$ cat config.mk
export PLATFORM = sky130hd
export DESIGN_NAME = pcs_socket_if
export DESIGN_NICKNAME = d
export VERILOG_FILES = /design/src/rtl/pcs_pkg.sv /design/src/rtl/pcs_socket_if.sv
export SDC_FILE = /design/constraint.sdc
export NUM_CORES = 1
export LEC_CHECK = 0
export BUFFER_PORTS_ARGS = -buffer_cell sky130_fd_sc_hd__buf_2
export CAP_MARGIN = 20
export CORE_ASPECT_RATIO = 1.1
export CORE_UTILIZATION = 58
export CTS_CLUSTER_SIZE = 14
export DETAILED_ROUTE_END_ITERATION = 7
export PLACE_DENSITY = 0.81
export SYNTH_ARGS = -nofsm -noshare
export SYNTH_HDL_FRONTEND = slang
export SYNTH_SLANG_ARGS = --single-unit
export TNS_END_PERCENT = 50
$ cat constraint.sdc
create_clock -name clock -period 3.86 [get_ports clock]
set_clock_uncertainty 0.05 [all_clocks]
set_input_delay 0.193 -clock clock [delete_from_list [all_inputs] [get_ports clock]]
set_output_delay 0.193 -clock clock [all_outputs]
set_load 0.05 [all_outputs]
$ cat src/rtl/pcs_pkg.sv
// Purpose: shared constants and types for the card socket interface
// Assumes: clock is the card bus clock that sets the cycle length
// Notes: indexed register numbers, field positions and reset values
package pcs_pkg;
  // host i/o ports
  localparam logic [15:0] PCS_PORT_INDEX = 16'h03e0;
  localparam logic [15:0] PCS_PORT_DATA = 16'h03e1;
  // indexed registers
  localparam logic [7:0] PCS_IX_IDENT = 8'h00;
  localparam logic [7:0] PCS_IX_STATUS = 8'h01;
  localparam logic [7:0] PCS_IX_POWER = 8'h02;
  localparam logic [7:0] PCS_IX_ROUTE = 8'h03;
  localparam logic [7:0] PCS_IX_CHANGE = 8'h04;
  localparam logic [7:0] PCS_IX_WIN_CTL = 8'h05;
  localparam logic [7:0] PCS_IX_WIN_START = 8'h06;
  localparam logic [7:0] PCS_IX_WIN_STOP = 8'h07;
  localparam logic [7:0] PCS_IX_WIN_OFF_LO = 8'h08;
  localparam logic [7:0] PCS_IX_WIN_OFF_HI = 8'h09;
  localparam logic [7:0] PCS_IX_WAIT = 8'h0a;
  localparam logic [7:0] PCS_IX_VSENSE = 8'h1f;
  // arbitrary identity value
  localparam logic [7:0] PCS_IDENT_VALUE = 8'h00a5;
  localparam logic [7:0] PCS_UNMAPPED = 8'h00ff;
  // power register fields
  localparam int PCS_PWR_LOW = 0;
  localparam int PCS_PWR_HIGH = 1;
  localparam int PCS_PWR_PROG = 2;
  localparam int PCS_PWR_RESET = 3;
  localparam int PCS_PWR_IOCARD = 4;
  localparam int PCS_PWR_IOEN = 5;
  // route register fields
  localparam int PCS_RT_STROBE = 4;
  // window control fields
  localparam int PCS_WC_EN = 0;
  localparam int PCS_WC_WIDE = 1;
  localparam int PCS_WC_ATTR = 2;
  localparam int PCS_WC_IO_WIDE = 3;
  // reset values
  localparam logic [7:0] PCS_RST_POWER = 8'h000b;
  localparam logic [7:0] PCS_RST_ROUTE = 8'h0000;
  localparam logic [7:0] PCS_RST_WIN_CTL = 8'h0000;
  localparam logic [7:0] PCS_RST_WIN_START = 8'h00a0;
  localparam logic [7:0] PCS_RST_WIN_STOP = 8'h00a0;
  localparam logic [13:0] PCS_RST_WIN_OFF = 14'h0000;
  localparam logic [7:0] PCS_RST_WAIT = 8'h0033;
  // host memory window limits, in 4 KByte pages
  localparam logic [7:0] PCS_HOST_PAGE_LO = 8'h00a0;
  localparam logic [7:0] PCS_HOST_PAGE_HI = 8'h00ef;
  // cycle timing
  localparam logic [3:0] PCS_CYC_BASE = 4'h3;
  localparam logic [3:0] PCS_LEGACY_WS = 4'h3;

  typedef struct packed {
    logic [19:0] addr;
    logic io;
    logic write;
  } pcs_cyc_req_t;

  typedef enum logic [2:0] {
    PCS_ST_IDLE = 3'b001,
    PCS_ST_ACTIVE = 3'b010,
    PCS_ST_DONE = 3'b100
  } pcs_state_t;
endpackage

$ cat src/rtl/pcs_socket_if.sv
// Purpose: single socket card interface with index/data register port
// Assumes: all inputs synchronous to clock; clock is the card bus clock
// Notes: data bytes pass through external buffers, not this block
`timescale 1ns/10ps

module pcs_socket_if
  import pcs_pkg::*;
(
  input wire logic clock,
  input wire logic rst_n,
  input wire logic clk_en,
  input wire logic [15:0] io_addr,
  input wire logic [7:0] io_wdata,
  input wire logic io_rd,
  input wire logic io_wr,
  output logic [7:0] io_rdata,
  input wire logic cyc_req,
  input wire pcs_cyc_req_t cyc_info,
  output logic cyc_busy,
  output logic cyc_done,
  output logic cyc_miss,
  input wire logic [3:0] sys_upper_in,
  output logic [3:0] sys_upper_addr,
  output logic [11:0] sys_low_addr,
  output logic [1:0] card_upper_addr_hi,
  output logic [7:0] card_upper_addr_mid,
  output logic buffer_enable_n,
  output logic buffer_direction,
  output logic [1:0] byte_select_n,
  output logic attr_space_select_n,
  output logic mem_rd_strobe_out,
  output logic mem_rd_strobe_oe,
  output logic mem_wr_strobe_out,
  output logic mem_wr_strobe_oe,
  input wire logic [2:0] card_detect_in,
  output logic card_reset_out,
  input wire logic card_ready_busy,
  input wire logic write_protect_in,
  input wire logic [1:0] voltage_sense,
  input wire logic card_wait_n,
  output logic card_irq,
  output logic supply_low_en_n,
  output logic supply_high_en_n,
  output logic prog_voltage_en
);

  // ----------------------------------------------------------------
  // register file
  // ----------------------------------------------------------------
  logic [7:0] index_sel;
  logic [7:0] power_ctl;
  logic [7:0] route_ctl;
  logic [7:0] win_ctl;
  logic [7:0] win_start;
  logic [7:0] win_stop;
  logic [13:0] win_off;
  logic [7:0] wait_ctl;
  logic change_flag;
  logic [2:0] detect_q;
  logic card_present;
  logic powered;
  logic io_card;
  logic legacy_timing;
  logic data_wr;
  logic index_wr;
  logic change_clr;
  logic [7:0] status_byte;

  assign data_wr = clk_en && io_wr && (io_addr == PCS_PORT_DATA);
  assign index_wr = clk_en && io_wr && (io_addr == PCS_PORT_INDEX);
  assign change_clr = data_wr && (index_sel == PCS_IX_CHANGE) &&
                      io_wdata[0];
  assign card_present = (card_detect_in == 3'h0);
  // either supply on counts as powered; strobes float otherwise
  assign powered = !power_ctl[PCS_PWR_LOW] || !power_ctl[PCS_PWR_HIGH];
  assign io_card = power_ctl[PCS_PWR_IOCARD];
  assign legacy_timing = (wait_ctl[3:0] >= PCS_LEGACY_WS) &&
                         (wait_ctl[7:4] >= PCS_LEGACY_WS);

  // index survives data accesses so one register can be polled
  always_ff @(posedge clock or negedge rst_n) begin
    if (!rst_n) begin
      index_sel <= 8'h00;
    end else if (index_wr) begin
      index_sel <= io_wdata;
    end
  end

  always_ff @(posedge clock or negedge rst_n) begin
    if (!rst_n) begin
      power_ctl <= PCS_RST_POWER;
      route_ctl <= PCS_RST_ROUTE;
      win_ctl <= PCS_RST_WIN_CTL;
      win_start <= PCS_RST_WIN_START;
      win_stop <= PCS_RST_WIN_STOP;
      win_off <= PCS_RST_WIN_OFF;
      wait_ctl <= PCS_RST_WAIT;
    end else if (data_wr) begin
      case (index_sel)
        PCS_IX_POWER: power_ctl <= io_wdata;
        PCS_IX_ROUTE: route_ctl <= io_wdata;
        PCS_IX_WIN_CTL: win_ctl <= io_wdata;
        PCS_IX_WIN_START: win_start <= io_wdata;
        PCS_IX_WIN_STOP: win_stop <= io_wdata;
        PCS_IX_WIN_OFF_LO: win_off[7:0] <= io_wdata;
        PCS_IX_WIN_OFF_HI: win_off[13:8] <= io_wdata[5:0];
        PCS_IX_WAIT: wait_ctl <= io_wdata;
        default: begin
        end
      endcase
    end
  end

  // insertion or removal is sticky; a change in the clearing cycle wins
  always_ff @(posedge clock or negedge rst_n) begin
    if (!rst_n) begin
      // a card already seated at reset is reported once as an insertion
      detect_q <= 3'h7;
      change_flag <= 1'b0;
    end else if (clk_en) begin
      detect_q <= card_detect_in;
      if (detect_q != card_detect_in) begin
        change_flag <= 1'b1;
      end else if (change_clr) begin
        change_flag <= 1'b0;
      end
    end
  end

  // status bits 0 to 2 are live pin levels, not latched copies; bit 5 is the latched change flag
  always_comb begin
    status_byte = 8'h00;
    status_byte[0] = card_present;
    status_byte[1] = card_ready_busy;
    status_byte[2] = write_protect_in;
    status_byte[3] = powered;
    status_byte[4] = legacy_timing;
    status_byte[5] = change_flag;
  end

  // read data is registered and holds until the next read
  always_ff @(posedge clock or negedge rst_n) begin
    if (!rst_n) begin
      io_rdata <= 8'h00;
    end else if (clk_en && io_rd) begin
      if (io_addr == PCS_PORT_INDEX) begin
        io_rdata <= index_sel;
      end else if (io_addr == PCS_PORT_DATA) begin
        case (index_sel)
          PCS_IX_IDENT: io_rdata <= PCS_IDENT_VALUE;
          PCS_IX_STATUS: io_rdata <= status_byte;
          PCS_IX_POWER: io_rdata <= power_ctl;
          PCS_IX_ROUTE: io_rdata <= route_ctl;
          PCS_IX_CHANGE: io_rdata <= {7'h00, change_flag};
          PCS_IX_WIN_CTL: io_rdata <= win_ctl;
          PCS_IX_WIN_START: io_rdata <= win_start;
          PCS_IX_WIN_STOP: io_rdata <= win_stop;
          PCS_IX_WIN_OFF_LO: io_rdata <= win_off[7:0];
          PCS_IX_WIN_OFF_HI: io_rdata <= {2'h0, win_off[13:8]};
          PCS_IX_WAIT: io_rdata <= wait_ctl;
          PCS_IX_VSENSE: io_rdata <= {6'h00, voltage_sense};
          default: io_rdata <= PCS_UNMAPPED;
        endcase
      end
    end
  end

  // ----------------------------------------------------------------
  // power, reset and dual-use card status
  // ----------------------------------------------------------------
  assign supply_low_en_n = power_ctl[PCS_PWR_LOW];
  assign supply_high_en_n = power_ctl[PCS_PWR_HIGH];
  assign prog_voltage_en = power_ctl[PCS_PWR_PROG];
  assign card_reset_out = power_ctl[PCS_PWR_RESET];
  // ready/busy low means an I/O card requests service
  assign card_irq = io_card && !card_ready_busy;

  // ----------------------------------------------------------------
  // window decode and translation
  // ----------------------------------------------------------------
  pcs_cyc_req_t req_q;
  logic [7:0] host_page;
  logic mem_hit;
  logic hit;
  logic wide;
  logic [13:0] card_page;

  assign host_page = cyc_info.addr[19:12];
  assign mem_hit = win_ctl[PCS_WC_EN] &&
                   (host_page >= PCS_HOST_PAGE_LO) &&
                   (host_page <= PCS_HOST_PAGE_HI) &&
                   (host_page >= win_start) &&
                   (host_page <= win_stop);
  assign hit = card_present && powered &&
               (cyc_info.io ? power_ctl[PCS_PWR_IOEN] : mem_hit);
  // i/o cards report 16-bit size on the write protect line
  assign wide = cyc_info.io ?
                (win_ctl[PCS_WC_IO_WIDE] || (io_card && write_protect_in)) :
                win_ctl[PCS_WC_WIDE];
  // 4 KByte pages: only address bits 25:12 are offset
  assign card_page = {6'h00, host_page} + win_off;

  // ----------------------------------------------------------------
  // cycle sequencer
  // ----------------------------------------------------------------
  pcs_state_t state;
  logic [4:0] ws_count;
  logic [3:0] extra_ws;
  logic [4:0] cyc_len;
  logic wide_q;
  logic [13:0] page_q;

  always_comb begin
    extra_ws = req_q.io ? wait_ctl[3:0] : wait_ctl[7:4];
    if (wide_q && (win_ctl[7:4] > extra_ws)) begin
      extra_ws = win_ctl[7:4];
    end
  end

  // five bits so 3 plus 15 wait states cannot wrap to a short cycle
  assign cyc_len = {1'b0, PCS_CYC_BASE} + {1'b0, extra_ws};

  always_ff @(posedge clock or negedge rst_n) begin
    if (!rst_n) begin
      state <= PCS_ST_IDLE;
      ws_count <= 5'h00;
      req_q <= '0;
      wide_q <= 1'b0;
      page_q <= 14'h0000;
      cyc_miss <= 1'b0;
    end else if (clk_en) begin
      cyc_miss <= 1'b0;
      case (state)
        PCS_ST_IDLE: begin
          if (cyc_req && hit) begin
            state <= PCS_ST_ACTIVE;
            req_q <= cyc_info;
            wide_q <= wide;
            page_q <= card_page;
            ws_count <= 5'h01;
          end else if (cyc_req) begin
            cyc_miss <= 1'b1;
          end
        end
        PCS_ST_ACTIVE: begin
          // wait stretches the cycle; both run together, so the max counts
          if (ws_count < 5'h1f) begin
            ws_count <= ws_count + 5'h01;
          end
          if ((ws_count >= cyc_len) && card_wait_n) begin
            state <= PCS_ST_DONE;
          end
        end
        PCS_ST_DONE: begin
          state <= PCS_ST_IDLE;
        end
        default: state <= PCS_ST_IDLE;
      endcase
    end
  end

  logic active;
  logic accept;
  assign active = (state == PCS_ST_ACTIVE);
  assign accept = (state == PCS_ST_IDLE) && cyc_req && hit;
  assign cyc_busy = !(state == PCS_ST_IDLE);
  assign cyc_done = (state == PCS_ST_DONE);

  // ----------------------------------------------------------------
  // card pins
  // ----------------------------------------------------------------
  always_ff @(posedge clock or negedge rst_n) begin
    if (!rst_n) begin
      card_upper_addr_hi <= 2'h0;
      card_upper_addr_mid <= 8'h00;
      sys_low_addr <= 12'h000;
    end else if (clk_en && accept) begin
      card_upper_addr_hi <= card_page[13:12];
      card_upper_addr_mid <= card_page[7:0];
      sys_low_addr <= cyc_info.addr[11:0];
    end
  end

  // per-bit choice between system use and card address 23..20
  genvar gi;
  generate
    for (gi = 0; gi < 4; gi++) begin : g_upper
      assign sys_upper_addr[gi] = route_ctl[gi] ? page_q[8 + gi] :
                                  sys_upper_in[gi];
    end
  endgenerate

  // buffers stay off between cycles so the shared bus is isolated
  assign buffer_enable_n = !active;
  assign buffer_direction = active && req_q.write;
  always_comb begin
    byte_select_n = 2'b11;
    if (active) begin
      if (wide_q) begin
        byte_select_n = 2'b00;
      end else if (req_q.addr[0]) begin
        byte_select_n = 2'b01;
      end else begin
        byte_select_n = 2'b10;
      end
    end
  end
  assign attr_space_select_n = !(active && !req_q.io &&
                                 win_ctl[PCS_WC_ATTR]);

  // routed strobes float when socket is unpowered or not routed
  assign mem_rd_strobe_oe = route_ctl[PCS_RT_STROBE] && powered;
  assign mem_wr_strobe_oe = route_ctl[PCS_RT_STROBE] && powered;
  assign mem_rd_strobe_out = !(active && !req_q.io && !req_q.write);
  assign mem_wr_strobe_out = !(active && !req_q.io && req_q.write);

endmodule

==> results.toml, run 1 <==
[status]
status = "finished clean"

[detailed_routing]
drtIter0Drc = 384
drc = 0
vias = 5902
ant_nets = 0
firstDrtPassIters = 5
drt-total-wl_um = 20300
viasPerCell = 6.17
routedWlPerCell_um = 21.2

[place]
dpl.hpwl_um = 14600
port-buffer-count = 114
gp_congestion = 0.933

[sta]
setup_viol = 0
rsz0062_at_grt = "no"
min_period_ns = 3.66
tns_ns = 0
fmax_mhz = 273
final_hold_viol_count = 0
fin_crit_sh_pct = 94.9
finalMaxSlewViolations = 0
worst_pin_slew_ns = 0.973
timing.max_slew.rel_slack_pct = 35.1

[setup_path]
crit_path_start_kind = "register"
ff2ff_path_depth = 13
crit_path_start = "req_q[1]$_DFFE_PN0P_"
reg2reg_slack_ns = 0.20
crit_type = "register to register"
r2r_end = "state[1]$_DFFE_PN0P_"
cp-end-kind = "register"
required_ns = 4.17
setup.worst_path.end = "state[1]$_DFFE_PN0P_"
reg2reg_from = "req_q[1]$_DFFE_PN0P_"
arrival_ns = 3.97
critical_path.max_fanout = 7

[cts]
clock_latency_ns = 0.42
path_clk_slew_ns = 0.06
cts_buffers = 17
cts_resized = 0
cts_tree = "yes"
clockBufferDepth = 2
cts_root_buf = "clkbuf_16"
h-tree-depth = 4
cts.sinks = 121

[pwr]
finalPower_uw = 3040
pwr_density_cell_nw_per_um2 = 350
ir_worst_vdd_uv = 437
p_leak_uw = 0.00425

[synth]
synth-edff-count = 0
syn_nets = 759
syn-instance-count = 659
synth_top_cell_by_area = "dfrtp_1"
netlist_area_sq_um = 7260
ys_top_cells_by_area = "dfrtp_1 37%, mux2_2 12%, ha_1 6.0%"
synthArstFlopShare_pct = 100
synth_cell_type_count = 71
avgSynthCellArea_sq_um = 11.0
yosysWarnings = 0
ys.flop_type = "dfrtp_1"
yosysTopAreaCellShare_pct = 36.6
ys_seq_elements = 121
synth_seq_area_share_pct = 42.0

[floorplan]
die_height_um = 119
start_util_pct = 59.8
io_pins = 115
die_width_um = 109
rows = 42
dieArea_sq_um = 13000
placeableCoreArea_sq_um = 12100

[global_routing]
grt_pass1_wl_um = 31800
grt_pass1_vias = 6051
track_usage_pct = 33.2
antenna_found_initial = 0
grt_start_max_net_pins = 67
gr-total-overflow = 0

[layout]
layout-drive-gt1-share_pct = 38.2
finish.net_count = 889
antenna_cells = 0
area_growth_pct = 19.8

[run]
maxCapViolCount = 0

[min_path]
hold_class = "input pin to register"
-- layer usage --
layer  up-vias  track usage, %  wire length [um]
li1       2671               -                 -
met1      2940            41.4              8310
met2       251            55.3             10200
met3        40            7.77              1190
met4         0            12.8               592
met5         -               0                 0
-- flip-flops by register name, indices dropped and copies added (netlist names) --
register / flops
card_upper_addr_hi: 2
detect_q: 3
io_rdata: 8
wide_q: 1
win_start: 8
card_upper_addr_mid: 8
win_stop: 8
sys_low_addr: 12
route_ctl: 8
state: 3
win_off: 14
cyc_miss: 1
index_sel: 8
req_q: 3
wait_ctl: 8
ws_count: 5
win_ctl: 8
page_q: 4
power_ctl: 8
change_flag: 1
-- how the worst min path moves through the flow --
stage | from | depth (start not counted) | endpoint
3_3_place_gp | rst_n | 1 | sys_low_addr[8]$_DFFE_PN0P_
4_1_cts | card_wait_n | 3 | state[2]$_DFFE_PN0P_
5_1_grt | card_wait_n | 3 | state[2]$_DFFE_PN0P_
6_report | card_wait_n | 3 | state[2]$_DFFE_PN0P_
3_5_place_dp | rst_n | 1 | sys_low_addr[7]$_DFFE_PN0P_
2_1_floorplan | rst_n | 0 | card_upper_addr_hi[0]$_DFFE_PN0P_
-- stage by stage --
step | area (sq um) | hold WS, ns | std cells | setup slack, ns | util, %
2_1_floorplan | 7260 | -0.153 | 659 | 0.361 | -
3_5_place_dp | 7960 | 0.302 | 910 | 0.237 | 65.6
5_1_grt | 8690 | 0.00171 | 956 | 0.00291 | 71.6
4_1_cts | 8690 | 0.00581 | 956 | 0.208 | 71.6
6_report | 8690 | 0.0132 | 956 | 0.198 | 71.6
3_3_place_gp | 7960 | 0.280 | 910 | 0.453 | 65.6
-- cell usage in the layout (no fill, tap or decap), types with 5 or more instances in the layout --
| master | instances |
|---|---|
| nor2b_1 | 8 |
| nand3_1 | 13 |
| xor2_1 | 9 |
| nand2b_1 | 6 |
| a21oi_1 | 33 |
| dfrtp_1 | 106 |
| buf_4 | 12 |
| and2_1 | 7 |
| mux2_4 | 29 |
| nor2_4 | 6 |
| a31oi_1 | 7 |
| clkbuf_16 | 17 |
| a221oi_1 | 6 |
| dfstp_2 | 15 |
| mux2_2 | 78 |
| nand2_1 | 42 |
| o21ai_0 | 31 |
| nor3_1 | 9 |
| nand4_1 | 5 |
| xnor2_1 | 8 |
| nor2_1 | 40 |
| dlygate4sd3_1 | 14 |
| mux2i_1 | 15 |
| ha_1 | 35 |
| buf_2 | 113 |
| inv_1 | 34 |
-- synthesized netlist by cell type, types with 13 or more instances --
library cell	count
a21oi_1	33
clkbuf_1	14
dfrtp_1	106
dfstp_2	15
ha_1	35
inv_1	34
mux2_2	78
mux2_4	29
mux2i_1	15
nand2_1	42
nand3_1	13
nor2_1	40
o21ai_0	31
-- critical path, stage by stage (launching register included) --
cell and delay, ns:
dfrtp_1 0.52, mux2i_1 0.34, ha_1 0.31, a21oi_1 0.18
o22ai_1 0.10, o221a_2 0.33, mux2i_1 0.23, ha_1 0.27
ha_1 0.28, a21o_1 0.16, a21o_1 0.18, a211o_1 0.31
a41oi_1 0.21, a31o_2 0.13
-- final cells by class --
| cell class | instances | area, sq um |
|---|---|---|
| clock buffers | 18 | 439 |
| clock inverters | 14 | 149 |
| fillers | 872 | 3450 |
| inverters | 34 | 128 |
| multi-input cells | 476 | 3940 |
| flip-flops and latches | 121 | 3050 |
| well taps | 154 | 193 |
| repair buffers | 139 | 796 |
-- kinds of logic after synthesis --
| logic type | Yosys count | share of synthesized area [%] |
|---|---|---|
| xor gates and xnor gates | 17 | 2.05 |
| adders and majority gates | 36 | 6.31 |
| buffers and inverters | 62 | 3.72 |
| muxes | 123 | 20.5 |
| AOI/OAI and AO/OA | 134 | 12.6 |
| DFF | 121 | 42.0 |
| and+or+nand+nor | 166 | 12.9 |
-- what timing repair did --
item	CTS	global route
endpoints found under the setup margin	0	0
setup buffers	0	0
endpoints found under the hold margin	73	0
hold buffers	14	0
-- power by group --
part	internal (uW)	switching, uW	total [uW]
sequential	1280	4.50	1280
clock	967	610	1580
combinational	65.6	116	181
Note: power is estimated with default switching activity, not from simulation.
==> run 2, diff against run 1 <==
--- a/config.mk
+++ b/config.mk
@@ -8,10 +8,10 @@
 export BUFFER_PORTS_ARGS = -buffer_cell sky130_fd_sc_hd__buf_2
 export CAP_MARGIN = 20
 export CORE_ASPECT_RATIO = 1.1
-export CORE_UTILIZATION = 58
+export CORE_UTILIZATION = 52
 export CTS_CLUSTER_SIZE = 14
 export DETAILED_ROUTE_END_ITERATION = 7
-export PLACE_DENSITY = 0.81
+export PLACE_DENSITY = 0.77
 export SYNTH_ARGS = -nofsm -noshare
 export SYNTH_HDL_FRONTEND = slang
 export SYNTH_SLANG_ARGS = --single-unit
==> constraint.sdc (replaced) <==
create_clock -name clock -period 3 [get_ports clock]
set_clock_uncertainty 0.05 [all_clocks]
set_input_delay 0.15 -clock clock [delete_from_list [all_inputs] [get_ports clock]]
set_output_delay 0.15 -clock clock [all_outputs]
set_load 0.05 [all_outputs]
==> run 2 against run 1 <==
  * The flow now finishes with violations (setup timing)
  * Via count increased by 1.4%
  * Setup slack got worse by 0.53 ns
  * Total power increased by 27%
  * Sequential power increased by 29%
  * Sequential cell count unchanged
  * Register-to-register slack got worse by 0.53 ns
  * Critical path depth unchanged
  * Combinational power increased by 32%
  * Sequential share of layout area decreased by 1.2 points
  * Clock power increased by 25%
  * Non-clock buffer count increased by 27
==> results.toml, run 2 (same netlist as run 1, synthesis figures left out) <==
[detailed_routing]
ant_nets = 0
firstDrtPassIters = 5
drc = 0
routedWlPerCell_um = 20.6
drtIter0Drc = 517
dr.max_layer_used = "met4"
m1WireLength_um = 8570
drt-total-wl_um = 20900
route.met3.wl_um = 1060
wl_met2_um = 10700
viasPerCell = 5.91
vias = 5983

[global_routing]
grt_pass1_vias = 6144
gr-total-overflow = 0
grt_start_max_net_pins = 57
grt_pass1_wl_um = 33000
track_usage_pct = 30.3
antenna_found_initial = 0

[place]
gp_congestion = 0.903
port-buffer-count = 114
pre_cts_ws_ns = -0.391
dpl.hpwl_um = 15300
postPlaceCellArea_sq_um = 8210

[status]
violations = "setup timing"
status = "finished, violations left"

[layout]
final_area_sq_um = 8990
final_common_cell = "buf_2"
multiInputGateArea_sq_um = 3990
fillerInstances = 1052
layout-drive-gt1-share_pct = 40.7
largest_register = "win_off"
area_growth_pct = 23.9
finish.net_count = 916
antenna_cells = 0
ff_latch_area_sq_um = 3050
top_regs = "win_off x14, sys_low_addr x12"
mostFrequentLayoutCells = "113 x buf_2, 105 x dfrtp_1, 78 x mux2_2, 42 x nand2_1, 40 x nor2_1"
largest_reg_flops = 14

[setup_path]
slowest_stage = "dfrtp_2"
crit_path_start_kind = "register"
critPathMostFrequentCell = "ha_1"
crit_chain = "mux2i_2 > ha_1 > nand3_1 > o22ai_1 > o221a_2 > mux2i_2 > ha_1 > ha_1 > a21o_1 > a21o_1 > a211o_1 > nand3_1 > o41ai_2"
arrival_ns = 3.57
cpPeakStageDelay_ns = 0.47
crit_type = "register to register"
critical_path.max_fanout = 5
required_ns = 3.24
cp-end-kind = "register"

[floorplan]
placeableCoreArea_sq_um = 13400
die_height_um = 126
dieArea_sq_um = 14400
start_util_pct = 54.0
rows = 44
io_pins = 115
die_width_um = 115

[pwr]
pwr_density_cell_nw_per_um2 = 429
p_leak_uw = 0.00439
comb_power_share_pct = 6.2
intPower_uw = 2920
pwr-share-clk_pct = 51.0
swShare_pct = 24.3
ir_worst_vdd_uv = 374
seqPwrFrac_pct = 42.8
p_switching_uw = 936

[cts]
h-tree-depth = 4
postCtsSetupRepairBufs = 0
cts.sinks = 121
cts_buffers = 17
cts_tree = "yes"
clockBufferDepth = 2
path_clk_slew_ns = 0.06
cts_root_buf = "clkbuf_16"
clock_latency_ns = 0.42

[sta]
min_period_ns = 3.33
rsz0062_at_grt = "yes"
setup_viol = 2
finalMaxSlewViolations = 0
worst_pin_slew_ns = 0.734
fin_ws_ns = -0.331
timing.max_slew.rel_slack_pct = 51.1
fmax_mhz = 300
holdWs_ns = 0.0304
fin_crit_sh_pct = 111
final_hold_viol_count = 0

[run]
maxCapViolCount = 0

[min_path]
hold_class = "input pin to register"
-- run 2: final cells by class --
| type | instances | area share (%) |
|---|---|---|
| Timing Repair Buffer | 166 | 11.4 |
| Clock buffer | 19 | 5.04 |
| Multi-Input combinational cell | 476 | 44.4 |
| Clock inverter | 13 | 1.34 |
| Sequential cell | 121 | 33.9 |
| Inverter | 34 | 1.42 |
| Tap cell | 184 | 2.56 |
-- run 2: per-stage QoR --
stage / util, % / cells / TNS (ns) / power [uW]
finish: 66.9 / 1013 / -0.656 / 3850
global placement: 61.1 / 963 / -0.404 / 1890
CTS: 66.9 / 1013 / -0.644 / 3870
floorplan: - / 659 / -0.370 / 1770
global route: 66.9 / 1013 / -0.811 / 3970
detailed placement: 61.1 / 963 / -0.748 / 1900
-- run 2: critical path: cells and delay by family, from the launching register on --
family                     cells  cell delay, ns
AOI/OAI and AO/OA              6            1.15
adders and majority gates      3            0.86
DFF                            1            0.47
muxes                          2            0.44
and+or+nand+nor                2            0.24
-- run 2: what timing repair did --
| action | CTS | global route |
|---|---|---|
| hold buffers | 18 | 0 |
| setup endpoints to repair | 2 | 2 |
| pin swaps | 2 | 1 |
| endpoints found under the hold margin | 61 | 0 |
| resized for setup | 4 | 1 |
-- run 2: final timing paths --
check / from / endpoint / depth (start not counted) / slack (ns)
setup / recovery: req_q[1]$_DFFE_PN0P_ / state[2]$_DFFE_PN0P_ / 13 / -0.33
setup reg to reg: req_q[1]$_DFFE_PN0P_ / state[2]$_DFFE_PN0P_ / 13 / -0.33
max in group asynchronous: rst_n / win_off[13]$_DFFE_PN0P_ / 3 / 1.76
hold reg to reg: io_rdata[4]$_DFFE_PN0P_ / io_rdata[4]$_DFFE_PN0P_ / 2 / 0.44
hold / removal: io_wdata[5] / win_start[5]$_DFFE_PN1P_ / 3 / 0.03
min in group asynchronous: rst_n / sys_low_addr[10]$_DFFE_PN0P_ / 2 / 0.28
-- run 2: power groups by stage --
stage	registers (uW)	logic (uW)	clock network [uW]
floorplan	1680	84.6	0
global placement	1680	210	0
detailed placement	1680	219	0
CTS	1650	239	1980
global route	1650	262	2050
finish	1650	239	1970
-- run 2: per-layer routing --
metal | global-route usage [%] | up-vias
li1 | - | 2719
met1 | 37.7 | 2984
met2 | 52.0 | 228
met3 | 5.29 | 52
met4 | 12.1 | 0
met5 | 0 | -
